<file path="src/ims_pkg.sv">
package ims_pkg;
  // ----------------------------------------
  // register map (APB byte addresses)
  // ----------------------------------------
  localparam logic [7:0] OFS_STATUS = 8'h00;
  localparam logic [7:0] OFS_CTRL1 = 8'h04;
  localparam logic [7:0] OFS_CTRL2 = 8'h08;
  localparam logic [7:0] OFS_DATA = 8'h0c;
  localparam logic [7:0] OFS_ADDR = 8'h10;
  localparam logic [7:0] OFS_FLAG = 8'h14;
  // ----------------------------------------
  // field positions
  // ----------------------------------------
  localparam int ST_DA = 5;
  localparam int ST_STOP = 4;
  localparam int ST_START = 3;
  localparam int ST_RW = 2;
  localparam int ST_UA = 1;
  localparam int ST_BF = 0;
  localparam int C1_COL = 7;
  localparam int C1_OV = 6;
  localparam int C1_EN = 5;
  localparam int C1_CKP = 4;
  localparam int C2_GENERAL_CALL_ENABLE = 7;
  localparam int C2_ACK_STATUS = 6;
  localparam int C2_ACK_VALUE = 5;
  localparam int C2_ACK_START = 4;
  localparam int C2_RECEIVE_START = 3;
  localparam int C2_PEN = 2;
  localparam int C2_RESTART_START = 1;
  localparam int C2_SEN = 0;
  // ----------------------------------------
  // reset values, codes
  // ----------------------------------------
  localparam logic [7:0] RST_REG = 8'h00;
  localparam logic [3:0] MODE_S10_SS = 4'hf;
  localparam logic [3:0] MODE_S7_SS = 4'he;
  localparam logic [3:0] MODE_FW_MST = 4'hb;
  localparam logic [3:0] MODE_MST = 4'h8;
  localparam logic [3:0] MODE_S10 = 4'h7;
  localparam logic [3:0] MODE_S7 = 4'h6;
  localparam logic [7:0] GC_ADDR = 8'h00;
  localparam logic [3:0] BITS_BYTE = 4'h8;

  typedef enum logic [2:0] {
    SL_IDLE, SL_WAIT, SL_ADDR, SL_AACK, SL_RX, SL_RACK, SL_TX, SL_TACK
  } ims_sl_type;

  typedef enum logic [2:0] {
    M_IDLE, M_START, M_RSTART, M_STOP, M_TX, M_RX, M_ACK
  } ims_ms_type;

  typedef struct packed {
    logic scl_out;
    logic scl_oe;
    logic sda_out;
    logic sda_oe;
  } ims_pin_type;
endpackage

</file>
<file path="src/ims_port.sv">
// Implementation choices: the APB register port and the register addresses.
`timescale 1ns/1ps
module ims_port
  import ims_pkg::*;
(
  input wire logic MCLK,
  input wire logic RSTN,
  input wire logic PSEL,
  input wire logic PENABLE,
  input wire logic PWRITE,
  input wire logic [7:0] PADDR,
  input wire logic [31:0] PWDATA,
  output logic [31:0] PRDATA,
  output logic PREADY,
  output logic PSLVERR,
  input wire logic SCL_IN,
  input wire logic SDA_IN,
  input wire logic SCL_DIR_IN,
  input wire logic SDA_DIR_IN,
  output ims_pin_type BUS_PINS,
  output logic PINS_OWNED
);
  // ----------------------------------------
  // state
  // ----------------------------------------
  ims_sl_type sl_ff, nxt_sl;
  ims_ms_type ms_ff, nxt_ms;
  logic [1:0] sthi_ff, q_ff, nxt_q;
  logic [3:0] mode_ff, cnt_ff, nxt_cnt;
  logic [4:0] ctl2_trig_ff, nxt_trig;
  logic [6:0] brg_ff, nxt_brg;
  logic [7:0] sr_ff, nxt_sr, buf_ff, nxt_buf, addr_ff;
  logic da_ff, stop_ff, start_ff, rw_ff, ua_ff, bf_ff, col_ff, ov_ff;
  logic nxt_da, nxt_stop, nxt_start, nxt_rw, nxt_ua, nxt_bf, nxt_col, nxt_ov;
  logic en_ff, ckp_ff, general_call_enable_ff, ack_status_ff, ack_value_ff, pif_ff, nack_ff;
  logic nxt_ckp, nxt_ack_status, nxt_pif, nxt_nack, second_ff, nxt_second;
  logic hold_ff, nxt_hold, scl_q_ff, sda_q_ff, pready_ff;
  logic [1:0] mline;

  // ----------------------------------------
  // decode
  // ----------------------------------------
  wire setup = PSEL & ~PENABLE;
  wire acc = PSEL & PENABLE & pready_ff;
  wire wr = acc & PWRITE;
  wire wr_st = wr & (PADDR == OFS_STATUS);
  wire wr_c1 = wr & (PADDR == OFS_CTRL1);
  wire wr_c2 = wr & (PADDR == OFS_CTRL2);
  wire wr_data = wr & (PADDR == OFS_DATA);
  wire wr_addr = wr & (PADDR == OFS_ADDR);
  wire wr_flag = wr & (PADDR == OFS_FLAG);
  wire rd_data = acc & ~PWRITE & (PADDR == OFS_DATA);
  wire hit = (PADDR == OFS_STATUS) | (PADDR == OFS_CTRL1) |
             (PADDR == OFS_CTRL2) | (PADDR == OFS_DATA) |
             (PADDR == OFS_ADDR) | (PADDR == OFS_FLAG);

  wire mode_mst = en_ff & (mode_ff == MODE_MST);
  wire mode_slv = en_ff & ((mode_ff == MODE_S7) | (mode_ff == MODE_S10) |
                  (mode_ff == MODE_S7_SS) | (mode_ff == MODE_S10_SS));
  wire i2c_mode = mode_mst | mode_slv | (mode_ff == MODE_FW_MST);
  wire ten = mode_ff[0];
  wire ssint = mode_ff[3];
  wire stretch_en = ctl2_trig_ff[C2_SEN];
  wire busy = (ms_ff != M_IDLE) | (|ctl2_trig_ff);
  wire tip = mode_mst & (ms_ff == M_TX);

  wire scl_rise = SCL_IN & ~scl_q_ff;
  wire scl_fall = ~SCL_IN & scl_q_ff;
  wire start_det = scl_q_ff & SCL_IN & sda_q_ff & ~SDA_IN;
  wire stop_det = scl_q_ff & SCL_IN & ~sda_q_ff & SDA_IN;
  wire full = bf_ff | ov_ff;
  wire amatch = second_ff ? (sr_ff == addr_ff) :
                ((sr_ff[7:1] == addr_ff[7:1]) |
                 (general_call_enable_ff & (sr_ff == GC_ADDR)));

  wire m_bit = ms_ff == M_ACK ? ack_value_ff :
               ms_ff == M_RX ? 1'b1 : (cnt_ff == BITS_BYTE) | sr_ff[7];
  wire stall = (ms_ff != M_IDLE) & ~mline[1] & ~SCL_IN;
  wire tick = (brg_ff == 7'h00) & ~stall;

  wire [7:0] status = {sthi_ff, da_ff, stop_ff, start_ff,
                       mode_mst ? tip : rw_ff, ua_ff, bf_ff};
  wire [7:0] ctl1 = {col_ff, ov_ff, en_ff, ckp_ff, mode_ff};
  wire [7:0] ctl2 = {general_call_enable_ff, ack_status_ff, ack_value_ff, ctl2_trig_ff};
  wire [7:0] rbyte = PADDR == OFS_STATUS ? status :
                     PADDR == OFS_CTRL1 ? ctl1 :
                     PADDR == OFS_CTRL2 ? ctl2 :
                     PADDR == OFS_DATA ? buf_ff :
                     PADDR == OFS_ADDR ? addr_ff : {7'h00, pif_ff};

  // slave holds scl low only at byte boundaries, when scl is already low; it pulls sda for acks and for zero bits it sends
  wire sl_scl_low = (~ckp_ff & ((sl_ff == SL_RX) | (sl_ff == SL_TX)) |
                    (sl_ff == SL_ADDR) & second_ff & ua_ff) &
                    (cnt_ff == 4'h0);
  wire sl_sda_low = ((sl_ff == SL_AACK) | (sl_ff == SL_RACK)) & ~nack_ff |
                    (sl_ff == SL_TX) & ~sr_ff[7];
  wire own = en_ff & i2c_mode;
  wire nxt_scl_oe = own & SCL_DIR_IN &
                    (mode_mst ? mline[1] : mode_slv & sl_scl_low);
  wire nxt_sda_oe = own & SDA_DIR_IN &
                    (mode_mst ? mline[0] : mode_slv & sl_sda_low);

  // {scl_low, sda_low} for each quarter of a master bit time
  function automatic logic [1:0] m_lines(ims_ms_type s, logic [1:0] q,
                                         logic b, logic h);
    logic edge_q;
    edge_q = (q == 2'd0) | (q == 2'd3);
    unique case (s)
      M_IDLE: m_lines = {h, 1'b0};
      M_START: m_lines = {q == 2'd3, q != 2'd0};
      M_RSTART: m_lines = {edge_q, q[1]};
      M_STOP: m_lines = {q == 2'd0, ~q[1]};
      M_TX, M_RX, M_ACK: m_lines = {edge_q, ~b};
    endcase
  endfunction

  assign mline = m_lines(ms_ff, q_ff, m_bit, hold_ff);

  // ----------------------------------------
  // next state
  // ----------------------------------------
  always_comb begin
    nxt_sl = sl_ff;
    nxt_ms = ms_ff;
    nxt_q = q_ff;
    nxt_cnt = cnt_ff;
    nxt_brg = brg_ff;
    nxt_sr = sr_ff;
    nxt_buf = buf_ff;
    nxt_da = da_ff;
    nxt_stop = stop_ff;
    nxt_start = start_ff;
    nxt_rw = rw_ff;
    nxt_ua = ua_ff;
    nxt_bf = bf_ff;
    nxt_col = col_ff;
    nxt_ov = ov_ff;
    nxt_ckp = ckp_ff;
    nxt_ack_status = ack_status_ff;
    nxt_pif = pif_ff;
    nxt_nack = nack_ff;
    nxt_second = second_ff;
    nxt_hold = hold_ff;
    nxt_trig = ctl2_trig_ff;
    // software side first; hardware sets below win over clears
    if (wr_c1) begin
      nxt_col = PWDATA[C1_COL];
      nxt_ov = PWDATA[C1_OV];
      nxt_ckp = PWDATA[C1_CKP];
    end
    if (wr_c2) begin
      nxt_ack_status = PWDATA[C2_ACK_STATUS];
      if (!(mode_mst && busy))
        nxt_trig = PWDATA[4:0];
    end
    if (wr_addr)
      nxt_ua = 1'b0;
    if (rd_data)
      nxt_bf = 1'b0;
    if (wr_flag)
      nxt_pif = PWDATA[0];
    if (wr_data) begin
      if ((mode_mst && busy) ||
          (mode_slv && sl_ff == SL_TX && cnt_ff != 4'h0)) begin
        nxt_col = 1'b1;
      end else begin
        nxt_buf = PWDATA[7:0];
        nxt_sr = PWDATA[7:0];
        nxt_bf = 1'b1;
        if (mode_mst) begin
          nxt_ms = M_TX;
          nxt_cnt = 4'h0;
          nxt_q = 2'd0;
          nxt_brg = addr_ff[6:0];
        end
      end
    end
    // bus conditions
    if (start_det) begin
      nxt_start = 1'b1;
      nxt_stop = 1'b0;
    end else if (stop_det) begin
      nxt_stop = 1'b1;
      nxt_start = 1'b0;
    end
    // ---------------- slave ----------------
    if (!mode_slv) begin
      nxt_sl = SL_IDLE;
    end else if (start_det || stop_det) begin
      nxt_sl = start_det ? SL_ADDR : SL_IDLE;
      nxt_cnt = 4'h0;
      nxt_second = 1'b0;
      nxt_rw = 1'b0;
      if (ssint)
        nxt_pif = 1'b1;
    end else begin
      unique case (sl_ff)
        SL_IDLE, SL_WAIT: begin
        end
        SL_ADDR, SL_RX: begin
          if (scl_rise) begin
            nxt_sr = {sr_ff[6:0], SDA_IN};
            nxt_cnt = cnt_ff + 4'h1;
          end else if (scl_fall && cnt_ff == BITS_BYTE) begin
            nxt_cnt = 4'h0;
            if (sl_ff == SL_ADDR && !amatch) begin
              nxt_sl = SL_WAIT;
            end else begin
              nxt_nack = full;
              if (bf_ff)
                nxt_ov = 1'b1;
              if (!full) begin
                nxt_buf = sr_ff;
                nxt_bf = 1'b1;
              end
              if (sl_ff == SL_RX) begin
                nxt_da = 1'b1;
                nxt_sl = SL_RACK;
              end else begin
                nxt_da = 1'b0;
                nxt_sl = SL_AACK;
                if (!second_ff)
                  nxt_rw = sr_ff[0];
                if (ten && !sr_ff[0])
                  nxt_ua = 1'b1;
              end
            end
          end
        end
        SL_AACK, SL_RACK: begin
          if (scl_fall) begin
            nxt_pif = 1'b1;
            if (nack_ff) begin
              nxt_sl = SL_WAIT;
              nxt_rw = 1'b0;
            end else if (sl_ff == SL_AACK && ten && !second_ff && !rw_ff) begin
              nxt_sl = SL_ADDR;
              nxt_second = 1'b1;
            end else if (rw_ff) begin
              nxt_sl = SL_TX;
              nxt_ckp = 1'b0;
            end else begin
              nxt_sl = SL_RX;
              if (stretch_en && bf_ff)
                nxt_ckp = 1'b0;
            end
          end
        end
        SL_TX: begin
          if (scl_rise) begin
            nxt_cnt = cnt_ff + 4'h1;
          end else if (scl_fall && cnt_ff == BITS_BYTE) begin
            nxt_sl = SL_TACK;
            nxt_bf = 1'b0;
          end else if (scl_fall && cnt_ff != 4'h0) begin
            nxt_sr = {sr_ff[6:0], 1'b1};
          end
        end
        SL_TACK: begin
          if (scl_rise) begin
            nxt_nack = SDA_IN;
          end else if (scl_fall) begin
            nxt_pif = 1'b1;
            nxt_cnt = 4'h0;
            nxt_da = 1'b1;
            nxt_sl = nack_ff ? SL_WAIT : SL_TX;
            nxt_rw = ~nack_ff & rw_ff;
            if (!nack_ff)
              nxt_ckp = 1'b0;
          end
        end
      endcase
    end
    // ---------------- master ----------------
    if (!mode_mst) begin
      nxt_ms = M_IDLE;
      nxt_hold = 1'b0;
    end else if (ms_ff == M_IDLE) begin
      if (|ctl2_trig_ff[4:1] || ctl2_trig_ff[C2_SEN]) begin
        nxt_q = 2'd0;
        nxt_cnt = 4'h0;
        nxt_brg = addr_ff[6:0];
        if (ctl2_trig_ff[C2_ACK_START])
          nxt_ms = M_ACK;
        else if (ctl2_trig_ff[C2_PEN])
          nxt_ms = M_STOP;
        else if (ctl2_trig_ff[C2_RESTART_START])
          nxt_ms = M_RSTART;
        else if (ctl2_trig_ff[C2_SEN])
          nxt_ms = M_START;
        else
          nxt_ms = M_RX;
      end
    end else if (tick) begin
      nxt_q = q_ff + 2'd1;
      nxt_brg = addr_ff[6:0];
      if (q_ff == 2'd2 && ms_ff == M_TX && cnt_ff == BITS_BYTE)
        nxt_ack_status = SDA_IN;
      if (q_ff == 2'd2 && ms_ff == M_RX)
        nxt_sr = {sr_ff[6:0], SDA_IN};
      if (q_ff == 2'd3) begin
        nxt_cnt = cnt_ff + 4'h1;
        unique case (ms_ff)
          M_START, M_RSTART, M_STOP, M_ACK: begin
            nxt_ms = M_IDLE;
            nxt_pif = 1'b1;
            nxt_hold = ms_ff != M_STOP;
            nxt_trig[C2_SEN] = ctl2_trig_ff[C2_SEN] & (ms_ff != M_START);
            nxt_trig[C2_RESTART_START] = ctl2_trig_ff[C2_RESTART_START] & (ms_ff != M_RSTART);
            nxt_trig[C2_PEN] = ctl2_trig_ff[C2_PEN] & (ms_ff != M_STOP);
            nxt_trig[C2_ACK_START] = ctl2_trig_ff[C2_ACK_START] & (ms_ff != M_ACK);
          end
          M_TX: begin
            nxt_sr = {sr_ff[6:0], 1'b1};
            if (cnt_ff == BITS_BYTE) begin
              nxt_ms = M_IDLE;
              nxt_pif = 1'b1;
              nxt_bf = 1'b0;
              nxt_hold = 1'b1;
            end
          end
          M_RX: begin
            if (cnt_ff == BITS_BYTE - 4'h1) begin
              nxt_ms = M_IDLE;
              nxt_pif = 1'b1;
              nxt_hold = 1'b1;
              nxt_trig[C2_RECEIVE_START] = 1'b0;
              if (bf_ff) begin
                nxt_ov = 1'b1;
              end else begin
                nxt_buf = sr_ff;
                nxt_bf = 1'b1;
              end
            end
          end
          M_IDLE: begin
          end
        endcase
      end
    end else if (brg_ff != 7'h00) begin
      nxt_brg = brg_ff - 7'h01;
    end
    // disabling the port drops both state machines, the bit and quarter counters, hold, ua and the start and stop flags
    if (!en_ff) begin
      nxt_start = 1'b0;
      nxt_stop = 1'b0;
      nxt_sl = SL_IDLE;
      nxt_ms = M_IDLE;
      nxt_cnt = 4'h0;
      nxt_q = 2'd0;
      nxt_hold = 1'b0;
      nxt_ua = 1'b0;
    end
  end

  // ----------------------------------------
  // registers
  // ----------------------------------------
  always_ff @(posedge MCLK or negedge RSTN) begin
    if (!RSTN) begin
      {sthi_ff, da_ff, stop_ff, start_ff, rw_ff, ua_ff, bf_ff} <= RST_REG;
      {col_ff, ov_ff, en_ff, ckp_ff, mode_ff} <= RST_REG;
      {general_call_enable_ff, ack_status_ff, ack_value_ff, ctl2_trig_ff} <= RST_REG;
      {buf_ff, sr_ff, addr_ff} <= {RST_REG, RST_REG, RST_REG};
      sl_ff <= SL_IDLE;
      ms_ff <= M_IDLE;
      {q_ff, cnt_ff, brg_ff} <= 13'h0000;
      {pif_ff, nack_ff, second_ff, hold_ff} <= 4'h0;
    end else begin
      if (wr_st)
        sthi_ff <= PWDATA[7:6];
      if (wr_c1)
        {en_ff, mode_ff} <= {PWDATA[C1_EN], PWDATA[3:0]};
      if (wr_c2)
        {general_call_enable_ff, ack_value_ff} <= {PWDATA[C2_GENERAL_CALL_ENABLE], PWDATA[C2_ACK_VALUE]};
      if (wr_addr)
        addr_ff <= PWDATA[7:0];
      {da_ff, stop_ff, start_ff, rw_ff, ua_ff, bf_ff} <=
        {nxt_da, nxt_stop, nxt_start, nxt_rw, nxt_ua, nxt_bf};
      {col_ff, ov_ff, ckp_ff} <= {nxt_col, nxt_ov, nxt_ckp};
      {ack_status_ff, ctl2_trig_ff} <= {nxt_ack_status, nxt_trig};
      {buf_ff, sr_ff} <= {nxt_buf, nxt_sr};
      sl_ff <= nxt_sl;
      ms_ff <= nxt_ms;
      {q_ff, cnt_ff, brg_ff} <= {nxt_q, nxt_cnt, nxt_brg};
      {pif_ff, nack_ff, second_ff, hold_ff} <=
        {nxt_pif, nxt_nack, nxt_second, nxt_hold};
    end
  end

  always_ff @(posedge MCLK or negedge RSTN) begin
    if (!RSTN) begin
      {scl_q_ff, sda_q_ff} <= 2'b11;
      {pready_ff, PREADY, PSLVERR, PINS_OWNED} <= 4'h0;
      PRDATA <= 32'h0000_0000;
      BUS_PINS <= 4'h0;
    end else begin
      {scl_q_ff, sda_q_ff} <= {SCL_IN, SDA_IN};
      pready_ff <= setup;
      PREADY <= setup;
      PSLVERR <= setup & ~hit;
      if (setup)
        PRDATA <= {24'h000000, hit ? rbyte : 8'h00};
      PINS_OWNED <= own;
      BUS_PINS <= {1'b0, nxt_scl_oe, 1'b0, nxt_sda_oe};
    end
  end

  // ----------------------------------------
  // checks
  // ----------------------------------------
  property p_stop_off;
    @(posedge MCLK) disable iff (!RSTN) !en_ff |=> !stop_ff;
  endproperty
  a_stop_off: assert property (p_stop_off)
    else $error("stop flag survived disable");
  property p_start_off;
    @(posedge MCLK) disable iff (!RSTN) !en_ff |=> !start_ff;
  endproperty
  a_start_off: assert property (p_start_off)
    else $error("start flag survived disable");
  property p_pins_off;
    @(posedge MCLK) disable iff (!RSTN)
      !en_ff |=> !BUS_PINS.scl_oe && !BUS_PINS.sda_oe && !PINS_OWNED;
  endproperty
  a_pins_off: assert property (p_pins_off)
    else $error("pins driven while disabled");
  property p_ov_sticky;
    @(posedge MCLK) disable iff (!RSTN) ov_ff && !wr_c1 |=> ov_ff;
  endproperty
  a_ov_sticky: assert property (p_ov_sticky)
    else $error("overflow cleared without software");
  property p_col_sticky;
    @(posedge MCLK) disable iff (!RSTN) col_ff && !wr_c1 |=> col_ff;
  endproperty
  a_col_sticky: assert property (p_col_sticky)
    else $error("collision cleared without software");
  property p_refuse;
    @(posedge MCLK) disable iff (!RSTN)
      mode_mst && busy && wr_c2 |=> (ctl2_trig_ff & ~$past(ctl2_trig_ff)) == 0;
  endproperty
  a_refuse: assert property (p_refuse)
    else $error("trigger accepted while busy");
  property p_ack_status;
    @(posedge MCLK) disable iff (!RSTN)
      mode_mst && ms_ff == M_TX && cnt_ff == BITS_BYTE && q_ff == 2'd2 &&
      tick |=> ack_status_ff == $past(SDA_IN);
  endproperty
  a_ack_status: assert property (p_ack_status)
    else $error("acknowledge status not captured");
  property p_ack_self_clear;
    @(posedge MCLK) disable iff (!RSTN)
      mode_mst && ms_ff == M_ACK && tick && q_ff == 2'd3
      |=> !ctl2_trig_ff[C2_ACK_START] && ms_ff == M_IDLE;
  endproperty
  a_ack_self_clear: assert property (p_ack_self_clear)
    else $error("ack trigger not cleared");
  property p_bf_read;
    @(posedge MCLK) disable iff (!RSTN)
      rd_data && sl_ff != SL_ADDR && sl_ff != SL_RX && ms_ff != M_RX
      |=> !bf_ff;
  endproperty
  a_bf_read: assert property (p_bf_read)
    else $error("buffer read left full flag set");
endmodule

</file>
<file path="config.mk">
export PLATFORM = sky130hd
export DESIGN_NAME = ims_port
export DESIGN_NICKNAME = d
export VERILOG_FILES = /design/src/ims_pkg.sv /design/src/ims_port.sv
export SDC_FILE = /design/constraint.sdc
export NUM_CORES = 1
export LEC_CHECK = 0
export BUFFER_PORTS_ARGS = -buffer_cell sky130_fd_sc_hd__buf_2
export CAP_MARGIN = 20
export CORE_MARGIN = 4
export CORE_UTILIZATION = 38
export DETAILED_ROUTE_END_ITERATION = 12
export SYNTH_ARGS = -nofsm -noshare
export SYNTH_HDL_FRONTEND = slang
export SYNTH_SLANG_ARGS = --single-unit
</file>
<file path="constraint.sdc">
create_clock -name MCLK -period 3.3 [get_ports MCLK]
set_clock_uncertainty 0.15 [all_clocks]
set_input_delay 0.99 -clock MCLK [delete_from_list [all_inputs] [get_ports MCLK]]
set_output_delay 0.99 -clock MCLK [all_outputs]
set_load 0.05 [all_outputs]
</file>
# After elaboration in Yosys (flattened, before gate mapping)

Index checks and enable logic that the tools add are counted.

Bitwise operators: 79
Reduce and logical (&&, ||, !) cells: 48
Equality and inequality tests: 64
Add/subtract/negate cells: 3
Muxes and demuxes: 241

Operators with widths:

| cell                                                            | number |
|---|---|
| 8-bit two-way mux                                               | 36 |
| 1-bit two-way mux                                               | 121 |
| 3-bit two-way mux                                               | 30 |
| 4-bit two-way mux                                               | 16 |
| 7-bit two-way mux                                               | 8 |
| 1-bit AND                                                       | 45 |
| 3-bit != test, second input constant                            | 11 |
| 5-bit two-way mux                                               | 6 |
| 5-bit != test, second input constant                            | 5 |
| 3-bit == test, second input constant                            | 7 |
| 4-bit == test, second input constant                            | 5 |
| 2-bit two-way mux                                               | 10 |
| 1-bit bitwise OR                                                | 19 |
| 8-bit by 4-bit == test with 1-bit output, second input constant | 2 |
| 8-bit by 5-bit == test with 1-bit output, second input constant | 2 |
| 8-bit zero test                                                 | 2 |
| 8-bit one-hot mux with 2 select lines                           | 1 |
| 8-bit AND reduction                                             | 2 |
| 1-bit inverter                                                  | 15 |
| 1-bit logical AND                                               | 14 |
| 3-bit by 2-bit == test with 1-bit output, second input constant | 4 |
| 4-bit by 3-bit == test with 1-bit output, second input constant | 3 |
| 2-bit != test, second input constant                            | 6 |
| 3-bit by 2-bit != test with 1-bit output, second input constant | 4 |
| 40 further kinds                                                | 61 |

Bits in registers: 86
Input bits: 49

# Logic depth before layout (Yosys ltp)

Gate-level depths: netlist of the first run.

Depth in word-level cells: 24
Mapped depth: 10

# Least setup slack after synthesis of the first run

No wires, ideal clock.

Kind: input to register
From: input port PADDR[7]
To: register PRDATA[1]
Data arrival time: 2.763 ns
Library setup time: 0.122 ns
Slack: 0.265 ns
Path buffers: 1
Cell stages on the path: 7
Required time: 3.028 ns
Cells stage by stage: or4_4 -> or2_4 -> or3_4 -> buf_6 -> o221ai_1 -> o21ai_0 -> a32o_1

Cells in the longest elaborated chain, start to end: 7
Elaborated cells on any way between the ends: 17
Classes of those cells: eq/ne: 5; mux: 6; bitwise: 5; reduce/logical: 1

Ends and longest elaborated chain:

| what                                                             | line                           | text |
|---|---|---|
| start: declaration                                               | ims_port.sv:11                 | `input wire logic [7:0] PADDR,` |
| 8-bit by 5-bit == test with 1-bit output (tied with other cells) | ims_port.sv:55, ims_port.sv:89 |  |
| 8-bit two-way mux or 1-bit bitwise OR (tied branches)            | ims_port.sv:89, ims_port.sv:53 |  |
| 8-bit two-way mux or 1-bit bitwise OR (tied branches)            | ims_port.sv:88, ims_port.sv:53 |  |
| 8-bit two-way mux or 1-bit bitwise OR (tied branches)            | ims_port.sv:87, ims_port.sv:54 |  |
| 8-bit two-way mux or 1-bit bitwise OR (tied branches)            | ims_port.sv:86, ims_port.sv:54 |  |
| 8-bit two-way mux or 1-bit bitwise OR (tied branches)            | ims_port.sv:85, ims_port.sv:55 |  |
| 8-bit two-way mux *                                              | ims_port.sv:403                | `PRDATA <= {24'h000000, hit ? rbyte : 8'h00};` |
| end signal: assignment                                           | ims_port.sv:403                |  |
| end: declaration                                                 | ims_port.sv:13                 | `output logic [31:0] PRDATA,` |

Every way passes the cells marked *; elsewhere a longest branch is shown, timed or not.
A chain may end at the register's enable or synchronous reset.

# Worst setup path in the final report of the first run

From: register brg_ff[0]
To: register ms_ff[1]

Cells in the longest elaborated chain, start to end: 6

Ends and longest elaborated chain:

| what                     | line            | text |
|---|---|---|
| start: declaration       | ims_port.sv:31  | `logic [6:0] brg_ff, nxt_brg;` |
| start signal: assignment | ims_port.sv:385 | `{q_ff, cnt_ff, brg_ff} <= {nxt_q, nxt_cnt, nxt_brg};` |
| 7-bit zero test          | ims_port.sv:79  | `wire tick = (brg_ff == 7'h00) & ~stall;` |
| 1-bit AND                | ims_port.sv:79  |  |
| 3-bit two-way mux        | ims_port.sv:294 | `end else if (tick) begin` |
| 3-bit two-way mux        | ims_port.sv:278 | `end else if (ms_ff == M_IDLE) begin` |
| 3-bit two-way mux        | ims_port.sv:275 | `if (!mode_mst) begin` |
| 3-bit two-way mux        | ims_port.sv:344 | `if (!en_ff) begin` |
| via nxt_ms[1]            | ims_port.sv:27  | `ims_ms_type ms_ff, nxt_ms;` |
| end signal: assignment   | ims_port.sv:384 | `ms_ff <= nxt_ms;` |
| end: declaration         | ims_port.sv:27  |  |

The timed path passes the listed nets, and every way through them passes these cells.

==> results of run 1 <==
## worst register-to-register path, stage by stage, from the launching register on
cell	delay [ns]
dfrtp_1	0.44
inv_1	0.08
ha_1	0.17
or3b_1	0.42
nor4_1	0.27
buf_4	0.23
nand2_1	0.07
or4_1	0.61
and2_1	0.23
a22o_1	0.24
## cells in the final DEF, fill, tap and decap left out, types with 15 or more instances in the layout
cell	synthesis	final
a31oi_1	15	15
nor2_1	44	44
conb_1	1	26
o21ai_0	42	42
nor3_1	17	17
dfrtp_1	84	84
a21oi_1	38	38
mux2_2	23	23
inv_1	20	20
nand3_1	16	16
buf_4	27	30
nand2_1	81	81
buf_2	11	36
## routing by layer
layer | vias to the layer above | track usage (%)
met2 | 198 | 32.5
met3 | 28 | 3.21
li1 | 2451 | -
met4 | 0 | 7.14
met5 | - | 0
met1 | 2575 | 29.1
## logic make-up (layout without fill, tap and decap cells)
kind of cell    count (synthesis)  count (layout)  share of synthesized area, %
compound gates                188             188                          22.5
fa+ha+maj                       7               7                          1.49
other cells                     1              26                        0.0655
simple gates                  243             243                          22.2
mux                            37              37                          6.97
flops                          86              86                          37.6
buf+inv                        78             105                          7.25
xor+xnor                       12              12                          1.84
## power breakdown
| part | total (mW) | switching, mW | internal, mW |
|---|---|---|---|
| combinational | 0.260 | 0.192 | 0.0682 |
| clock | 0.992 | 0.452 | 0.539 |
| sequential | 1.10 | 0.0249 | 1.07 |
## metrics by stage
step	hold slack (ns)	area, sq um	std cells	util [%]	setup slack, ns
CTS	0.331	6450	888	44.0	0.288
floorplan	0.311	5820	677	-	0.265
finish	0.324	6450	888	44.0	0.270
global placement	0.310	6160	872	42.1	0.0415
detailed placement	0.316	6160	872	42.1	0.00470
global route	0.358	6450	888	44.0	0.0952
## registers in the layout (all words and copies together) (netlist names), 2 cells and up
name / count
brg_ff: 7
q_ff: 2
cnt_ff: 4
BUS_PINS: 2
sthi_ff: 2
mode_ff: 4
ctl2_trig_ff: 5
sl_ff: 3
ms_ff: 3
addr_ff: 8
sr_ff: 8
buf_ff: 8
PRDATA: 8
## cell type report
cell class                 count  area (sq um)  share of cell area (%)
multi-input combinational    513          3250                    50.4
sequential                    86          2150                    33.4
timing repair buffer          68           445                    6.91
clock buffer                  11           243                    3.77
tap                          184           230                    3.57
inverter                      21          78.8                    1.22
clock inverter                 5          43.8                   0.679
## final timing paths
check | start | endpoint | slack [ns] | cells after the start
max | brg_ff[0]$_DFF_PN0_ | ms_ff[1]$_DFF_PN0_ | 0.27 | 9
min | PRDATA[2]$_DFFE_PN0P_ | PRDATA[2]$_DFFE_PN0P_ | 0.32 | 2
max reg2reg | brg_ff[0]$_DFF_PN0_ | ms_ff[1]$_DFF_PN0_ | 0.27 | 9
min reg2reg | PRDATA[2]$_DFFE_PN0P_ | PRDATA[2]$_DFFE_PN0P_ | 0.32 | 2
max in group asynchronous | RSTN | pready_ff$_DFF_PN0_ | 1.95 | 2
min in group asynchronous | RSTN | cnt_ff[2]$_DFF_PN0_ | 0.39 | 1
## synth_stat cells, drive strengths merged, types with 5 or more instances
| cell | n |
|---|---|
| a31o | 5 |
| and3 | 7 |
| nand3b | 6 |
| mux2i | 14 |
| nor3 | 20 |
| ha | 6 |
| nand3 | 16 |
| clkbuf | 16 |
| a22o | 5 |
| xor2 | 9 |
| or4 | 6 |
| inv | 20 |
| a21oi | 39 |
| o22ai | 14 |
| dfrtp | 84 |
| nand2b | 10 |
| buf | 41 |
| a21o | 9 |
| nand2 | 81 |
| or2 | 5 |
| nor2 | 46 |
| a32o | 7 |
| o221ai | 8 |
| nor2b | 10 |
| a31oi | 17 |
| o21ai | 44 |
| or3 | 5 |
| nor4 | 10 |
| mux2 | 23 |
==> qor.txt, run 1 <==
Max_slew headroom = 45.7%
Data arrival at the endpoint of the critical path = 3.11 ns
Setup repair after global routing missed its margin = false
DP Wirelength = 13000 um
Part of the Yosys area used for sequential elements = 37.6%
Pins Over Slew Limit = 0
Area of the die = 17100 sq um
Tcrit/Tclk final = 91.8%
Post-synthesis cell type count = 78
Antenna fix cells = 0
Max Root-Sink Buffers = 2
Top flip-flop cell by instance count after synthesis = dfrtp_1
Ordered cell list for the critical path = inv_1 > ha_1 > or3b_1 > nor4_1 > buf_4 > nand2_1 > or4_1 > and2_1 > a22o_1
Number of top-level pins = 88
Required time of the worst setup path = 3.38 ns
Starting DRT DRC Count = 473
First-pass GRT wire length = 27400 um
Nets@finish = 754
CTS tree = built
Synth Warn # = 0
Final setup TNS = 0 ns
Number of instances in the synthesized netlist = 652
Leak Pwr = 2.95 nW
Share of post-route cells with drive strength above 1 = 19.5%
Transition time of the tightest slew-check pin = 0.812 ns
Remaining DRCs = 0
Length of routed met3 wiring = 1070 um
Vias after detailed routing = 5252
Number of instances resized during post-cts repair = 0
Max-Cap Viols = 0
Final global-route overflow total = 0
Sum of met2 wire segment lengths after detailed routing = 7940 um
Fill cells = 1412
Dominant delay contributor by cell family on the critical path = simple AND/OR/NAND/NOR gates
Routed wire length = 17300 um
Number of endpoints with negative hold slack in the final report = 0
Post-CTS repair timing setup buffer count = 0
Pin count of the biggest net entering global routing = 65
Chip height = 131 um
Overall track demand over capacity in global routing = 20.7%
CTS HTree Levels = 3
Antenna Nets Post-Route = 0
Wire length on met1 = 7960 um
Row Count = 44
Result of the run = finished, final reports clean
Count of state elements after synthesis = 86
Post-cts hold buffer count = 0
Min-delay worst type = reg -> reg
Number of port buffers = 37
Average via count per standard cell = 5.91
Nature of the critical path startpoint = flop
Floorplan core area = 14600 sq um
Area share of the leading cell type in the synthesized netlist = 36.7%
Average cell area after synthesis = 8.78 sq um
Antenna violations before repair = 0
Clock buffer count from CTS = 9
Proportion of register bits with asynchronous set or reset after synthesis = 100%
Cell chosen for the clock root = clkbuf_16
Number of sinks driven by the clock tree = 86
Cell area power density = 365 nW/um^2
Endpoint kind of the worst setup timing path = flop
CP max stage cell = or4_1
Clock network latency to the later pin of the worst-skew pair = 0.35 ns
Top Layer Used = met4
Worst vdd rail ir drop = 0.000220 V
Via count of the first global-routing pass = 4967
Starting utilization of the core area = 39.1%
Final Total Pwr = 2.35 mW
Maximum fanout along the worst path = 7
WL/cell = 19.5 um
Achievable frequency = 0.330 GHz
Mapped Area = 5730 sq um
Clock Pin Slew Worst Setup and Hold Paths = 0.07 ns
Final weighted congestion in routability-driven placement = 0.898
Number of iterations in the first detailed-routing pass = 5
Final setup violating endpoints = 0
Synth area leaders = dfrtp_1 37%, nand2_1 5.3%, mux2_2 4.5%
Biggest cell delay along the critical path = 0.61 ns
Yosys top cell by area = dfrtp_1
Area added between synthesis and finish = 12.6%
Post-synth EDFFs = 0
Buffering stage count on the worst path with inverters included = 2
X dimension of the die = 131 um
Tmin final = 3.03 ns
Critical path class = reg -> reg
No activity file was read; power rests on OpenSTA's default activity.
==> run 2, diff against run 1 <==
--- a/config.mk
+++ b/config.mk
@@ -5,6 +5,7 @@
 export SDC_FILE = /design/constraint.sdc
 export NUM_CORES = 1
 export LEC_CHECK = 0
+export ABC_AREA = 1
 export BUFFER_PORTS_ARGS = -buffer_cell sky130_fd_sc_hd__buf_2
 export CAP_MARGIN = 20
 export CORE_MARGIN = 4
==> run 2 against run 1 <==
  * Wire length is 8.2% higher
  * Worst setup slack better by 0.29 ns
  * Maximum frequency is 11% higher
  * Cell area is 2.9% higher
  * Sequential cell count stayed put
  * Synthesized cell count is 30% higher
  * Global-route usage is 0.97 points higher
  * Hold slack better by 0.0025 ns
  * Critical path type is now in -> reg
  * Critical endpoint is now cnt_ff[0]$_DFF_PN0_
==> qor.txt, run 2 <==
Result of the run = finished, final reports clean
Mapped Area = 5900 sq um
Overall track demand over capacity in global routing = 21.6%
Routed wire length = 18800 um
Yosys top cell by area = dfrtp_1
DP Wirelength = 14600 um
Maximum fanout along the worst path = 5
Post-synthesis cell type count = 52
Min-delay worst type = reg -> reg
Final setup TNS = 0 ns
Top flip-flop cell by instance count after synthesis = dfrtp_1
Standard cell area after detailed placement = 6320 sq um
Final Total Pwr = 2.38 mW
Number of port buffers = 37
Max-Cap Viols = 0
Starting utilization of the core area = 38.8%
Antenna fix cells = 0
Cell chosen for the clock root = clkbuf_16
Post-route cell area = 6630 sq um
Crit path setup slack, layout = 0.559 ns
Setup repair after global routing missed its margin = false
Starting DRT DRC Count = 537
Worst-case register-to-register setup slack = 0.63 ns
Required time of the worst setup path = 3.38 ns
Clock buffer count from CTS = 9
Worst Hold Slack = 0.327 ns
Antenna violations before repair = 0
Remaining DRCs = 0
Final setup violating endpoints = 0
Clock Pin Slew Worst Setup and Hold Paths = 0.07 ns
Worst setup timing slack at the placement stage = 0.198 ns
Number of top-level pins = 88
Leak Pwr = 3.31 nW
CTS HTree Levels = 3
Floorplan core area = 15200 sq um
Average cell area after synthesis = 6.95 sq um
Final weighted congestion in routability-driven placement = 0.924
Area added between synthesis and finish = 12.5%
Number of stages on the worst hold path = 2
Final global-route overflow total = 0
WHS Endpoint = PRDATA[5]$_DFFE_PN0P_
First-pass GRT wire length = 30000 um
Chip height = 133 um
Via count of the first global-routing pass = 5459
Area share of the leading cell type in the synthesized netlist = 35.7%
Proportion of register bits with asynchronous set or reset after synthesis = 100%
Post-cts hold buffer count = 0
Number of instances resized during post-cts repair = 0
Nature of the critical path startpoint = primary input
Part of the Yosys area used for sequential elements = 36.5%
Count of state elements after synthesis = 86
Post-synth EDFFs = 0
Post-CTS repair timing setup buffer count = 0
Launch instance of the worst register-to-register path = ctl2_trig_ff[2]$_DFF_PN0_
Pin count of the biggest net entering global routing = 49
Critical path class = in -> reg
Worst Min Path Start = PRDATA[5]$_DFFE_PN0P_
Max Root-Sink Buffers = 2
Total placed cells including tap cells = 1078
Clock network latency to the later pin of the worst-skew pair = 0.36 ns
Tcrit/Tclk final = 83.1%
Tmin final = 2.74 ns
X dimension of the die = 133 um
Transition time of the tightest slew-check pin = 0.669 ns
Area of the die = 17600 sq um
Final instance count without filler cells = 1094
Commonest cells after routing, fill and taps aside = 224 x nand2_1, 123 x inv_1, 85 x o21ai_0
Data arrival at the endpoint of the critical path = 2.83 ns
Vias after detailed routing = 5842
Most common library cells after synthesis = 224 x nand2_1, 123 x inv_1, 85 x o21ai_0, 84 x dfrtp_1, 59 x nor2_1
Most common cell in the synthesized netlist = nand2_1
Antenna Nets Post-Route = 0
Commonest non-fill, non-tap cell in the layout = nand2_1
Achievable frequency = 0.365 GHz
Pins Over Slew Limit = 0
Worst vdd rail ir drop = 0.000295 V
Nets@finish = 956
Final core utilization = 43.6%
Number of endpoints with negative hold slack in the final report = 0
Synth Warn # = 0
Number of iterations in the first detailed-routing pass = 7
Synth area leaders = dfrtp_1 36%, nand2_1 14%, inv_1 7.8%
Endpoint kind of the worst setup timing path = flop
WL/cell = 17.1 um
Number of instances in the synthesized netlist = 848
Capturing point of the worst reg2reg path = sr_ff[0]$_DFF_PN0_
Number of sinks driven by the clock tree = 86
Cell area power density = 359 nW/um^2
R2R depth = 14
Launching instance or port of the critical path = PADDR[6]
Share of post-route cells with drive strength above 1 = 10.9%
Average via count per standard cell = 5.34
Max_slew headroom = 55.4%
Row Count = 45
CTS tree = built
==> run 2: changes by cell type in the layout (fill, tap and decap cells not counted), sizes merged, moves of 14 or more <==
cell	change
nand3	+28
inv	+109
mux2	-22
nand2	+148
nor2	+16
a31oi	-14
o21ai	+49
nand4	+19
mux2i	-14
==> run 2: worst max-delay path: stages <==
cell and delay [ns]:
buf_2 0.09, inv_1 0.06, nand2_1 0.05, nor2_1 0.25, nand2_1 0.16, nor3_1 0.35, nand4_1 0.34, o21ai_0 0.17
inv_1 0.10, nand2_1 0.06, a21oi_1 0.06, nand2_1 0.06, o21ai_0 0.07
==> run 2: cells by family after synthesis <==
logic type | after synthesis | share of synthesized area, %
flops | 86 | 36.5
xor+xnor | 13 | 1.93
compound gates | 188 | 18.6
fa+ha+maj | 6 | 1.27
mux | 1 | 0.191
buf+inv | 169 | 12.7
other cells | 1 | 0.0636
simple gates | 384 | 28.7
==> run 2: final cells by class <==
class,instances,area [sq um]
Clock buffer,9,225
Clock inverter,7,80.1
Fill cell,1614,8570
Inverter,128,480
Multi-Input combinational cell,618,3080
Sequential cell,86,2150
Tap cell,188,235
Timing Repair Buffer,58,370
==> run 2: layer usage <==
metal / GRT usage (%) / vias up / share of wire (%)
met5: 0 / - / 0
met1: 30.8 / 2740 / 46
met4: 6.06 / 0 / 1.7
li1: - / 2859 / -
met2: 33.7 / 223 / 45
met3: 4.11 / 20 / 7.4
==> run 2: how the worst max path moves through the flow <==
stage | to | slack [ns] | cells past startpoint
6_report | cnt_ff[0]$_DFF_PN0_ | 0.56 | 13
5_1_grt | cnt_ff[0]$_DFF_PN0_ | 0.33 | 13
4_1_cts | cnt_ff[0]$_DFF_PN0_ | 0.57 | 13
3_5_place_dp | cnt_ff[0]$_DFF_PN0_ | 0.20 | 13
3_3_place_gp | cnt_ff[0]$_DFF_PN0_ | 0.22 | 13
2_1_floorplan | brg_ff[4]$_DFF_PN0_ | 0.56 | 11
==> run 2: report_power, final <==
part / switching [mW] / leakage (nW) / internal [mW]
Clock: 0.493 / 0.149 / 0.600
Combinational: 0.161 / 2.10 / 0.0392
Sequential: 0.0155 / 1.07 / 1.07
Total: 0.670 / 3.31 / 1.71
